<file path="config.mk">
export PLATFORM = sky130hd
export DESIGN_NAME = video_output_control_regs
export DESIGN_NICKNAME = d
export VERILOG_FILES = /design/src/logic/pin_sync.v /design/src/logic/video_output_control_regs.v
export VERILOG_INCLUDE_DIRS = /design/src /design/src/logic
export SDC_FILE = /design/constraint.sdc
export NUM_CORES = 1
export LEC_CHECK = 0
export ABC_AREA = 1
export BUFFER_PORTS_ARGS = -buffer_cell sky130_fd_sc_hd__clkbuf_2
export CAP_MARGIN = 0
export CORE_ASPECT_RATIO = 1.1
export CORE_UTILIZATION = 57
export DETAILED_ROUTE_END_ITERATION = 16
export PLACE_DENSITY = 0.81
export SLEW_MARGIN = 10
export SYNTH_ARGS = -nofsm -noshare
export SYNTH_HDL_FRONTEND = slang
export SYNTH_SLANG_ARGS = --single-unit
</file>
<file path="constraint.sdc">
create_clock -name clock -period 6.21 [get_ports clock]
set_input_delay 0.621 -clock clock [delete_from_list [all_inputs] [get_ports clock]]
set_output_delay 0.621 -clock clock [all_outputs]
set_load 0.02 [all_outputs]
</file>
<file path="src/logic/video_output_control_map.vh">
// Register offsets, field positions and reset values of the video output control bank
`ifndef VIDEO_OUTPUT_CONTROL_MAP_VH
`define VIDEO_OUTPUT_CONTROL_MAP_VH
`define ADDR_OUTPUT_PIN_MODE        8'h25
`define ADDR_POWER_THREE_STATE      8'h26
`define ADDR_AUTO_LOW_POWER         8'h27
`define ADDR_LINE_DELAY             8'h28
`define ADDR_PIXEL_DELAY_LOWER      8'h29
`define ADDR_WIDTH_UPPER            8'h2a
`define ADDR_WIDTH_LOWER            8'h2b
`define ADDR_HEIGHT_UPPER           8'h2c
`define ADDR_HEIGHT_LOWER           8'h2d
`define ADDR_TEST                   8'h2e
`define ADDR_LINK_STATUS            8'h2f
`define RST_OUTPUT_PIN_MODE         8'h02
`define RST_POWER_THREE_STATE       8'h08
`define RST_AUTO_LOW_POWER          8'h80
`define RST_LINE_DELAY              8'h01
`define RST_PIXEL_DELAY_LOWER       8'h04
`define RST_WIDTH_UPPER             8'h05
`define RST_WIDTH_LOWER             8'h00
`define RST_HEIGHT_UPPER            8'h02
`define RST_HEIGHT_LOWER            8'hd0
`define RST_TEST                    8'h00
`define MASK_OUTPUT_PIN_MODE        8'h0f
`define MASK_POWER_THREE_STATE      8'hcf
`define MASK_AUTO_LOW_POWER         8'hff
`define MASK_LINE_DELAY             8'hff
`define MASK_UPPER_NIBBLE           8'h0f
`define MASK_FULL                   8'hff
`define MASK_TEST                   8'h80
`define BIT_SECONDARY_EN            0
`define BIT_PRIMARY_EN              1
`define POS_OUT_MODE_LO             2
`define POS_OUT_MODE_HI             3
`define BIT_POWER_DOWN              0
`define POS_PD_FUNC_LO              1
`define POS_PD_FUNC_HI              2
`define BIT_PD_POLARITY             3
`define BIT_GREEN_SYNC_TRISTATE     6
`define BIT_OUTPUT_TRISTATE         7
`define BIT_AUTO_LOW_POWER          7
`define BIT_PROTECT_ADDR_LSB        6
`define BIT_MCLK_EXTERNAL           5
`define BIT_TIMING_CODE_EN          4
`define BIT_FORCE_ENABLE_GEN        3
`define POS_INTERLACE_LO            0
`define POS_INTERLACE_HI            2
`define POS_VDELAY_LO               2
`define POS_VDELAY_HI               7
`define POS_HDELAY_UP_LO            0
`define POS_HDELAY_UP_HI            1
`define BIT_STAT_ENABLE_DETECT      6
`define BIT_STAT_CLOCK_DETECT       5
`define BIT_STAT_KEY_LOAD_OK        3
`define BIT_TEST_REQUIRED           7
`define MODE_FULL_CHROMA            2'h0
`define MODE_HALF_PLUS_DDR          2'h1
`define MODE_DDR_FULL_PLUS_DDR      2'h2
`define PDF_POWER_DOWN              2'h0
`define PDF_POWER_DOWN_GREEN        2'h1
`define PDF_TRISTATE_OUT            2'h2
`define PDF_TRISTATE_BOTH           2'h3
`define QUALITY_WINDOW              8'hff
`define QUALITY_MAX                 3'h7
`endif

</file>
<file path="src/logic/pin_sync.v">
// Two-flop synchroniser for pin-level inputs
`timescale 1ns/10ps
`default_nettype none
module pin_sync #(
   parameter WIDTH = 1
) (
   input  wire             clock,
   input  wire             rst,
   input  wire             clock_en,
   input  wire [WIDTH-1:0] async_in,
   output wire [WIDTH-1:0] sync_out
);
   reg [WIDTH-1:0] meta_q;
   reg [WIDTH-1:0] sync_q;
   // First stage feeds only the second
   always @(posedge clock or posedge rst) begin
      if (rst) begin
         meta_q <= {WIDTH{1'b0}};
         sync_q <= {WIDTH{1'b0}};
      end else if (clock_en) begin
         meta_q <= async_in;
         sync_q <= meta_q;
      end
   end
   assign sync_out = sync_q;
endmodule
`default_nettype wire

</file>
<file path="src/logic/video_output_control_regs.v">
// Video output control and link status register bank
`timescale 1ns/10ps
`default_nettype none
`include "video_output_control_map.vh"
module video_output_control_regs (
   input  wire        clock,
   input  wire        rst,
   input  wire        clock_en,
   input  wire        reg_wr,
   input  wire        reg_rd,
   input  wire [7:0]  reg_addr,
   input  wire [7:0]  reg_wdata,
   output reg  [7:0]  reg_rdata,
   input  wire        power_down_pin,
   input  wire        link_enable_in,
   input  wire        link_clock_seen,
   input  wire        key_load_done,
   input  wire        key_load_pass,
   input  wire        enable_polarity,
   input  wire        idle_detect,
   output reg  [1:0]  out_pin_mode,
   output reg         primary_drive,
   output reg         secondary_drive,
   output reg         data_out_tristate,
   output reg         green_channel_sync_tristate,
   output reg         power_down_active,
   output reg         low_power_active,
   output reg         protect_port_addr_lsb,
   output reg         mclk_external_sel,
   output reg         embedded_timing_code_enable,
   output reg         force_internal_enable_gen,
   output reg         use_internal_enable,
   output reg         data_enable_out,
   output reg  [2:0]  interlace_offset,
   output reg  [5:0]  vertical_start_delay,
   output reg  [9:0]  horizontal_start_delay,
   output reg  [11:0] active_width,
   output reg  [11:0] active_height,
   output reg         test_bit_ok
);
   // ****************************************************
   // Pin synchronisers
   // ****************************************************
   wire [4:0] pins_s;
   wire       pd_pin_s;
   wire       enable_s;
   wire       clk_seen_s;
   wire       key_done_s;
   wire       key_pass_s;
   pin_sync #(
      .WIDTH(5)
   ) u_pin_sync (
      .clock    (clock),
      .rst      (rst),
      .clock_en (clock_en),
      .async_in ({power_down_pin, link_enable_in, link_clock_seen,
                  key_load_done, key_load_pass}),
      .sync_out (pins_s)
   );
   assign pd_pin_s   = pins_s[4];
   assign enable_s   = pins_s[3];
   assign clk_seen_s = pins_s[2];
   assign key_done_s = pins_s[1];
   assign key_pass_s = pins_s[0];

   // ****************************************************
   // Writable registers
   // ****************************************************
   reg [7:0] out_mode_q;
   reg [7:0] power_q;
   reg [7:0] auto_q;
   reg [7:0] line_delay_q;
   reg [7:0] pix_lower_q;
   reg [7:0] width_up_q;
   reg [7:0] width_lo_q;
   reg [7:0] height_up_q;
   reg [7:0] height_lo_q;
   reg [7:0] test_q;
   reg       key_ok_q;
   reg       enable_d1_q;
   reg [7:0] edge_count_q;
   reg [7:0] window_q;
   reg [2:0] quality_q;

   always @(posedge clock or posedge rst) begin
      if (rst) begin
         out_mode_q   <= `RST_OUTPUT_PIN_MODE;
         power_q      <= `RST_POWER_THREE_STATE;
         auto_q       <= `RST_AUTO_LOW_POWER;
         line_delay_q <= `RST_LINE_DELAY;
         pix_lower_q  <= `RST_PIXEL_DELAY_LOWER;
         width_up_q   <= `RST_WIDTH_UPPER;
         width_lo_q   <= `RST_WIDTH_LOWER;
         height_up_q  <= `RST_HEIGHT_UPPER;
         height_lo_q  <= `RST_HEIGHT_LOWER;
         test_q       <= `RST_TEST;
      end else if (clock_en && reg_wr) begin
         case (reg_addr)
            `ADDR_OUTPUT_PIN_MODE:   out_mode_q   <= reg_wdata & `MASK_OUTPUT_PIN_MODE;
            `ADDR_POWER_THREE_STATE: power_q      <= reg_wdata & `MASK_POWER_THREE_STATE;
            `ADDR_AUTO_LOW_POWER:    auto_q       <= reg_wdata & `MASK_AUTO_LOW_POWER;
            `ADDR_LINE_DELAY:        line_delay_q <= reg_wdata & `MASK_LINE_DELAY;
            `ADDR_PIXEL_DELAY_LOWER: pix_lower_q  <= reg_wdata & `MASK_FULL;
            `ADDR_WIDTH_UPPER:       width_up_q   <= reg_wdata & `MASK_UPPER_NIBBLE;
            `ADDR_WIDTH_LOWER:       width_lo_q   <= reg_wdata & `MASK_FULL;
            `ADDR_HEIGHT_UPPER:      height_up_q  <= reg_wdata & `MASK_UPPER_NIBBLE;
            `ADDR_HEIGHT_LOWER:      height_lo_q  <= reg_wdata & `MASK_FULL;
            `ADDR_TEST:              test_q       <= reg_wdata & `MASK_TEST;
            // Status writes fall here and are dropped
            default: ;
         endcase
      end
   end

   // ****************************************************
   // Link status sensing
   // ****************************************************
   // Quality counts enable edges over a fixed window, saturated to three bits
   always @(posedge clock or posedge rst) begin
      if (rst) begin
         key_ok_q     <= 1'b0;
         enable_d1_q  <= 1'b0;
         edge_count_q <= 8'h00;
         window_q     <= 8'h00;
         quality_q    <= 3'h0;
      end else if (clock_en) begin
         if (key_done_s)
            key_ok_q <= key_pass_s;
         enable_d1_q <= enable_s;
         if (window_q == `QUALITY_WINDOW) begin
            window_q     <= 8'h00;
            edge_count_q <= 8'h00;
            quality_q    <= (edge_count_q > {5'h00, `QUALITY_MAX}) ?
                            `QUALITY_MAX : edge_count_q[2:0];
         end else begin
            window_q <= window_q + 8'h01;
            if ((enable_s != enable_d1_q) && (edge_count_q != `QUALITY_WINDOW))
               edge_count_q <= edge_count_q + 8'h01;
         end
      end
   end

   // ****************************************************
   // Read path
   // ****************************************************
   reg [7:0] rdata_d;
   always @* begin
      case (reg_addr)
         `ADDR_OUTPUT_PIN_MODE:   rdata_d = out_mode_q;
         `ADDR_POWER_THREE_STATE: rdata_d = power_q;
         `ADDR_AUTO_LOW_POWER:    rdata_d = auto_q;
         `ADDR_LINE_DELAY:        rdata_d = line_delay_q;
         `ADDR_PIXEL_DELAY_LOWER: rdata_d = pix_lower_q;
         `ADDR_WIDTH_UPPER:       rdata_d = width_up_q;
         `ADDR_WIDTH_LOWER:       rdata_d = width_lo_q;
         `ADDR_HEIGHT_UPPER:      rdata_d = height_up_q;
         `ADDR_HEIGHT_LOWER:      rdata_d = height_lo_q;
         `ADDR_TEST:              rdata_d = test_q;
         `ADDR_LINK_STATUS:       rdata_d = {1'b0, enable_s, clk_seen_s, 1'b0,
                                             key_ok_q, quality_q};
         default:                 rdata_d = 8'h00;
      endcase
   end

   // ****************************************************
   // Decoded controls
   // ****************************************************
   wire       pd_asserted = power_q[`BIT_PD_POLARITY] ? pd_pin_s : ~pd_pin_s;
   wire [1:0] pd_func     = power_q[`POS_PD_FUNC_HI:`POS_PD_FUNC_LO];
   wire [1:0] mode_sel    = out_mode_q[`POS_OUT_MODE_HI:`POS_OUT_MODE_LO];
   reg        pin_down_d;
   reg        pin_out_ts_d;
   reg        pin_green_ts_d;
   always @* begin
      pin_down_d     = 1'b0;
      pin_out_ts_d   = 1'b0;
      pin_green_ts_d = 1'b0;
      if (pd_asserted) begin
         case (pd_func)
            `PDF_POWER_DOWN:       pin_down_d = 1'b1;
            `PDF_POWER_DOWN_GREEN: begin
               pin_down_d     = 1'b1;
               pin_green_ts_d = 1'b1;
            end
            `PDF_TRISTATE_OUT:     pin_out_ts_d = 1'b1;
            `PDF_TRISTATE_BOTH: begin
               pin_out_ts_d   = 1'b1;
               pin_green_ts_d = 1'b1;
            end
            default:               pin_down_d = 1'b0;
         endcase
      end
   end

   // Secondary output exists only in the double-rate modes
   wire secondary_mode = (mode_sel == `MODE_HALF_PLUS_DDR) ||
                         (mode_sel == `MODE_DDR_FULL_PLUS_DDR);

   always @(posedge clock or posedge rst) begin
      if (rst) begin
         reg_rdata                   <= 8'h00;
         out_pin_mode                <= `MODE_FULL_CHROMA;
         primary_drive               <= 1'b0;
         secondary_drive             <= 1'b0;
         data_out_tristate           <= 1'b0;
         green_channel_sync_tristate <= 1'b0;
         power_down_active           <= 1'b0;
         low_power_active            <= 1'b0;
         protect_port_addr_lsb       <= 1'b0;
         mclk_external_sel           <= 1'b0;
         embedded_timing_code_enable <= 1'b0;
         force_internal_enable_gen   <= 1'b0;
         use_internal_enable         <= 1'b0;
         data_enable_out             <= 1'b0;
         interlace_offset            <= 3'h0;
         vertical_start_delay        <= 6'h00;
         horizontal_start_delay      <= 10'h000;
         active_width                <= 12'h000;
         active_height               <= 12'h000;
         test_bit_ok                 <= 1'b0;
      end else if (clock_en) begin
         if (reg_rd)
            reg_rdata <= rdata_d;
         out_pin_mode      <= mode_sel;
         data_out_tristate <= power_q[`BIT_OUTPUT_TRISTATE] | pin_out_ts_d;
         green_channel_sync_tristate <= power_q[`BIT_GREEN_SYNC_TRISTATE] |
                                        pin_green_ts_d;
         primary_drive     <= out_mode_q[`BIT_PRIMARY_EN] &
                              ~(power_q[`BIT_OUTPUT_TRISTATE] | pin_out_ts_d);
         secondary_drive   <= out_mode_q[`BIT_SECONDARY_EN] & secondary_mode &
                              ~(power_q[`BIT_OUTPUT_TRISTATE] | pin_out_ts_d);
         power_down_active <= power_q[`BIT_POWER_DOWN] | pin_down_d;
         low_power_active  <= auto_q[`BIT_AUTO_LOW_POWER] & idle_detect;
         protect_port_addr_lsb <= auto_q[`BIT_PROTECT_ADDR_LSB];
         mclk_external_sel <= auto_q[`BIT_MCLK_EXTERNAL];
         embedded_timing_code_enable <= auto_q[`BIT_TIMING_CODE_EN];
         force_internal_enable_gen   <= auto_q[`BIT_FORCE_ENABLE_GEN];
         use_internal_enable <= auto_q[`BIT_FORCE_ENABLE_GEN] & clk_seen_s;
         // Low polarity inverts the sensed link enable
         data_enable_out   <= enable_polarity ? enable_s : ~enable_s;
         interlace_offset  <= auto_q[`POS_INTERLACE_HI:`POS_INTERLACE_LO];
         vertical_start_delay <= line_delay_q[`POS_VDELAY_HI:`POS_VDELAY_LO];
         horizontal_start_delay <= {line_delay_q[`POS_HDELAY_UP_HI:`POS_HDELAY_UP_LO],
                                    pix_lower_q};
         active_width      <= {width_up_q[3:0], width_lo_q};
         active_height     <= {height_up_q[3:0], height_lo_q};
         test_bit_ok       <= test_q[`BIT_TEST_REQUIRED];
      end
   end
endmodule
`default_nettype wire

</file>
-- Word level (Yosys, flattened, before mapping)
Cells that the tools add are included.
Widths: inputs -> output; s select.
- add/subtract/negate cells: 2
- $lt $le $gt $ge: 1
- eq/ne operators: 19
- muxes and demuxes: 13
- bitwise logic cells: 11
- reduce and logical (&&, ||, !) cells: 22
- operators by type and width (kind ; count):
    $eq 8x6->1 const B ; 11
    $pmux 8 s11 ; 1
    $reduce_and 2->1 ; 14
    $mux 8 ; 3
    $add 8x1->8 const B ; 2
    $eq 8x8->1 const B ; 1
    $gt 8x3->1 const B ; 1
    $mux 1 ; 8
    $ne 8x8->1 const B ; 1
    $eq 2x2->1 const B ; 3
    $reduce_or 2->1 ; 3
    $and 1x1->1 ; 5
    $eq 2x1->1 const B ; 2
    $mux 3 ; 1
    $not 1->1 ; 3
    $or 1x1->1 ; 3
    $logic_and 1x1->1 ; 2
    $logic_not 2->1 ; 1
    $reduce_bool 2->1 ; 1
    $logic_or 1x1->1 ; 1
    $ne 1x1->1 ; 1
- register bits: 156
- bits of input ports: 28
- output and inout port bits: 66
- logic and storage cells: 105

-- Depth between registers and ports, before layout
- depth after elaboration: 7
- depth in mapped cells: 11
- mapped depth without buffers: 11

-- Hierarchy
A second synthesis with hierarchy kept.
- cells, all modules: 812
- area total of the unflattened synthesis: 7030.5 um^2
- modules (own cells, without submodules) (module ; times used ; cells each ; area an instance (um^2) ; sequential area each (um^2)):
    video_output_control_regs ; 1 ; 769 ; 6646.4 ; 3667.3
    pin_sync ; 1 ; 43 ; 384.1 ; 250.2

-- Worst setup path before layout
OpenSTA, ideal clock, no wires.
- kind: in2reg
- from: input reg_addr[6]
- to: register line_delay_q[7]
- library setup time: 125 ps
- data arrival time: 1522 ps
- data required time: 6085 ps
- path slack: 4564 ps
- cell stages on the path: 9
- path buffers: 1
- cell sequence: inv_1 -> nand2_1 -> nor2_4 -> nand2_2 -> nor2_2 -> nand2_1 -> buf_2 -> nand2_1 -> o21ai_1
- word-level cells in the longest chain between the ends: 2
- RTL lines (what ; line ; text):
    start, declared ; video_output_control_regs.v:11 ; input wire [7:0] reg_addr,
    $eq 8x6->1 ; video_output_control_regs.v:98 ; case (reg_addr)
    $reduce_and 2->1 (no source line) ; - ;
    end signal, assigned ; video_output_control_regs.v:90 ; line_delay_q <= `RST_LINE_DELAY;
    end signal, assigned ; video_output_control_regs.v:102 ; `ADDR_LINE_DELAY: line_delay_q <= reg_wdata & `MASK_LINE_DELAY;
    end, declared ; video_output_control_regs.v:72 ; reg [7:0] line_delay_q;
Every way passes these cells.
A chain may end at the register's enable or synchronous reset.

==> flow_summary.yaml <==
yosys:
  syn_area_per_cell_um2: 8.40
  postSynthCellCount: 821
  syn_nets: 851
  synth-edff-count: 0
  synth.ff_latch_count: 156
  synthesis.yosys.warnings: 0
  post_synth_instance_area_um2: 6900
  dominantRegCellSynth: "dfrtp_1"
  postSynth.asyncResetShare_pct: 100
  ys_seq_area_share_pct: 56.8
  ys_types: 34
final_layout:
  postLayoutCellArea_um2: 8050
  antennaDiodeCount: 0
  area_growth_syn_to_layout_pct: 16.7
  layout-drive-gt1-share_pct: 18.1
  finish.net_count: 938
  layout_commonest_cell: "nand2_1"
  count_of_filler_cells_inserted_in_the_layout: 922
  instances_no_fill: 1071
  layout.cells.most_common_list: "314 x nand2_1, 145 x dfrtp_1, 93 x clkbuf_2"
floorplan:
  die_x_um: 107
  fp.dieH_um: 117
  die-area_um2: 12500
  placement_rows: 41
  ioPinCount: 94
  core-area_um2: 11600
  floorplan.initialDensity_pct: 59.2
timing:
  max_freq_mhz: 423
  max_slew.worst_pin.slew_ns: 1.02
  post-route-period-util_pct: 38.1
  postLayoutSetupSlackWorst_ns: 3.84
  timing.final.setup_violations: 0
  worst_slew_margin_rel_pct: 32.1
  setup_repair_after_global_routing_missed_its_margin: "no"
  finalWorstPathRequiredPeriod_ns: 2.37
  finalSetupTns_ns: 0
  clock-skew-final_ns: 0.00751
  finalHoldViolCount: 0
  slew_violations: 0
global_routing:
  grt_remaining_overflow: 0
  grt_antenna_before_repair: 0
  met3_track_usage_gr_pct: 5.34
  globalRoute.busiestLayer: "met2"
  global_route_wire_length_before_repair_um: 28600
  global_route_met1_utilization_pct: 39.4
  maximum_number_of_pins_on_one_net_before_global_route_repair: 84
  routing_usage_on_met2_pct: 46.9
  first_global_vias: 5786
  global_route_usage_over_all_layers_pct: 29.5
drt:
  wl_per_cell_um: 15.8
  finalWirelength_um: 16900
  number_of_vias_after_detailed_routing: 5925
  ant_nets: 0
  detailedRoute.firstIterationViolations: 602
  post_route_drc: 0
  drtPass1Iterations: 5
  drt-vias-per-instance: 5.53
power:
  p_leak_nw: 4.29
  maximum_resistive_drop_on_vdd_mv: 0.178
  powerDensity_nw_per_um2: 313
setup_path:
  worst_ep_required_ns: 6.52
  critPathArrivalTime_ns: 2.67
  timing.critical_path.max_delay_family: "buffers and inverters"
  crit_chain: "clkbuf_2 > buf_4 > inv_2 > buf_4 > nor3_1 > nand2_1 > nor2_1 > nand3_1 > nand2_1 > nor2_1"
  cpMaxStageDelayCell: "buf_4"
  critical_path.n_buffers_inverters: 4
  max_stage_delay_ns: 0.56
  worst-path-max-fanout: 71
  timing.critical_path.from_type: "primary input"
  timing_worst_setup_path_type: "primary input to flop"
  cp-end-kind: "flop"
cts:
  worst_skew_pair.late_latency_ns: 0.42
  root_buffer_selected_by_cts: "clkbuf_16"
  holdBufCountCts: 0
  post_cts_setup_repair_bufs: 0
  cts_tree: "built"
  cts_sinks: 156
  clockBufferDepth: 2
  quantity_of_gates_resized_following_cts: 0
  clk_pin_slew_ns: 0.06
  cts-buffers-inserted: 17
  cts-htree-levels: 4
outcome:
  run_status: "completed"
placed_design:
  dp_worst_setup_slack_ns: 3.46
  gp_congestion: 0.937
  dpl_cell_area_um2: 7440
  dp.cells: 1039
  portBuffers: 93
  dpl.hpwl_um: 11000
hold_path:
  hold_class: "primary input to asynchronous set/reset pin"
flow_run:
  cap_violations: 0
[worst register-to-register path, cell delays in order (launching register included)]
cell	delay, ns
dfrtp_1	0.38
ha_1	0.21
nand3_1	0.12
inv_1	0.09
nand4_1	0.25
nand2_1	0.42
inv_1	0.17
nand2_1	0.09
o21ai_0	0.07
[registers in the layout, summed over array words and instances (netlist names), 8 cells and up]
| register | count |
|---|---|
| edge_count_q | 8 |
| width_lo_q | 8 |
| reg_rdata | 8 |
| window_q | 8 |
| active_width | 12 |
| horizontal_start_delay | 10 |
| active_height | 12 |
| auto_q | 8 |
| line_delay_q | 8 |
| height_lo_q | 8 |
| pix_lower_q | 8 |
[cells by family after synthesis]
family          synth area share (%)
buf+inv                         5.33
xor+xnor                        1.40
compound gates                  7.73
flops                           56.8
simple gates                    28.4
fa+ha+maj                      0.363
[metrics by stage]
| stage | power [mW] | hold slack [ns] | util (%) |
|---|---|---|---|
| 2_1_floorplan | 1.38 | 0.442 | - |
| 3_3_place_gp | 1.45 | 0.453 | 63.9 |
| 3_5_place_dp | 1.46 | 0.460 | 63.9 |
| 4_1_cts | 2.53 | 0.327 | 69.1 |
| 5_1_grt | 2.62 | 0.368 | 69.1 |
| 6_report | 2.51 | 0.305 | 69.1 |
[final cells by class]
type / instances / area, um2 / area share (%)
Multi-Input combinational cell: 576 / 2610 / 32.5
Clock inverter: 11 / 143 / 1.77
Tap cell: 150 / 188 / 2.33
Inverter: 60 / 230 / 2.86
Sequential cell: 156 / 3920 / 48.7
Timing Repair Buffer: 97 / 495 / 6.16
Clock buffer: 21 / 460 / 5.72
[final timing paths]
kind	startpoint	to	slack, ns	cells after the start
max	clock_en	window_q[7]	3.84	10
min	rst	key_ok_q	0.30	2
max reg2reg	window_q[0]	edge_count_q[2]	4.29	8
min reg2reg	vertical_start_delay[2]	vertical_start_delay[2]	0.47	2
max in group asynchronous	rst	reg_rdata[7]	4.45	3
min in group clock	power_down_pin	u_pin_sync.meta_q[4]	0.41	3
[power breakdown]
part / switching, mW / internal (mW) / leakage, nW
Sequential: 0.0792 / 1.10 / 2.06
Clock: 0.404 / 0.653 / 0.293
Combinational: 0.185 / 0.0942 / 1.94
Total: 0.669 / 1.85 / 4.29
[per-layer routing]
layer | share of wire, % | up-vias | wire, um
li1 | - | 2804 | -
met1 | 42 | 2861 | 7040
met2 | 49 | 212 | 8270
met3 | 5.5 | 48 | 930
met4 | 3.8 | 0 | 641
met5 | 0 | - | 0
[synthesized netlist by cell type, drive strengths merged (10+ instances only)]
library cell    n  area, um2
nand2         317       1200
dfstp          11        289
xor2           10       87.6
nor3           10       55.1
o21ai          86        453
nand3          70        375
nor2           52        228
inv            60        225
nand4          10       75.1
a21oi          10       50.1
clkbuf         14       52.6
dfrtp         145       3630
buf            15       90.1
Note: power is estimated with default switching activity, not from simulation.
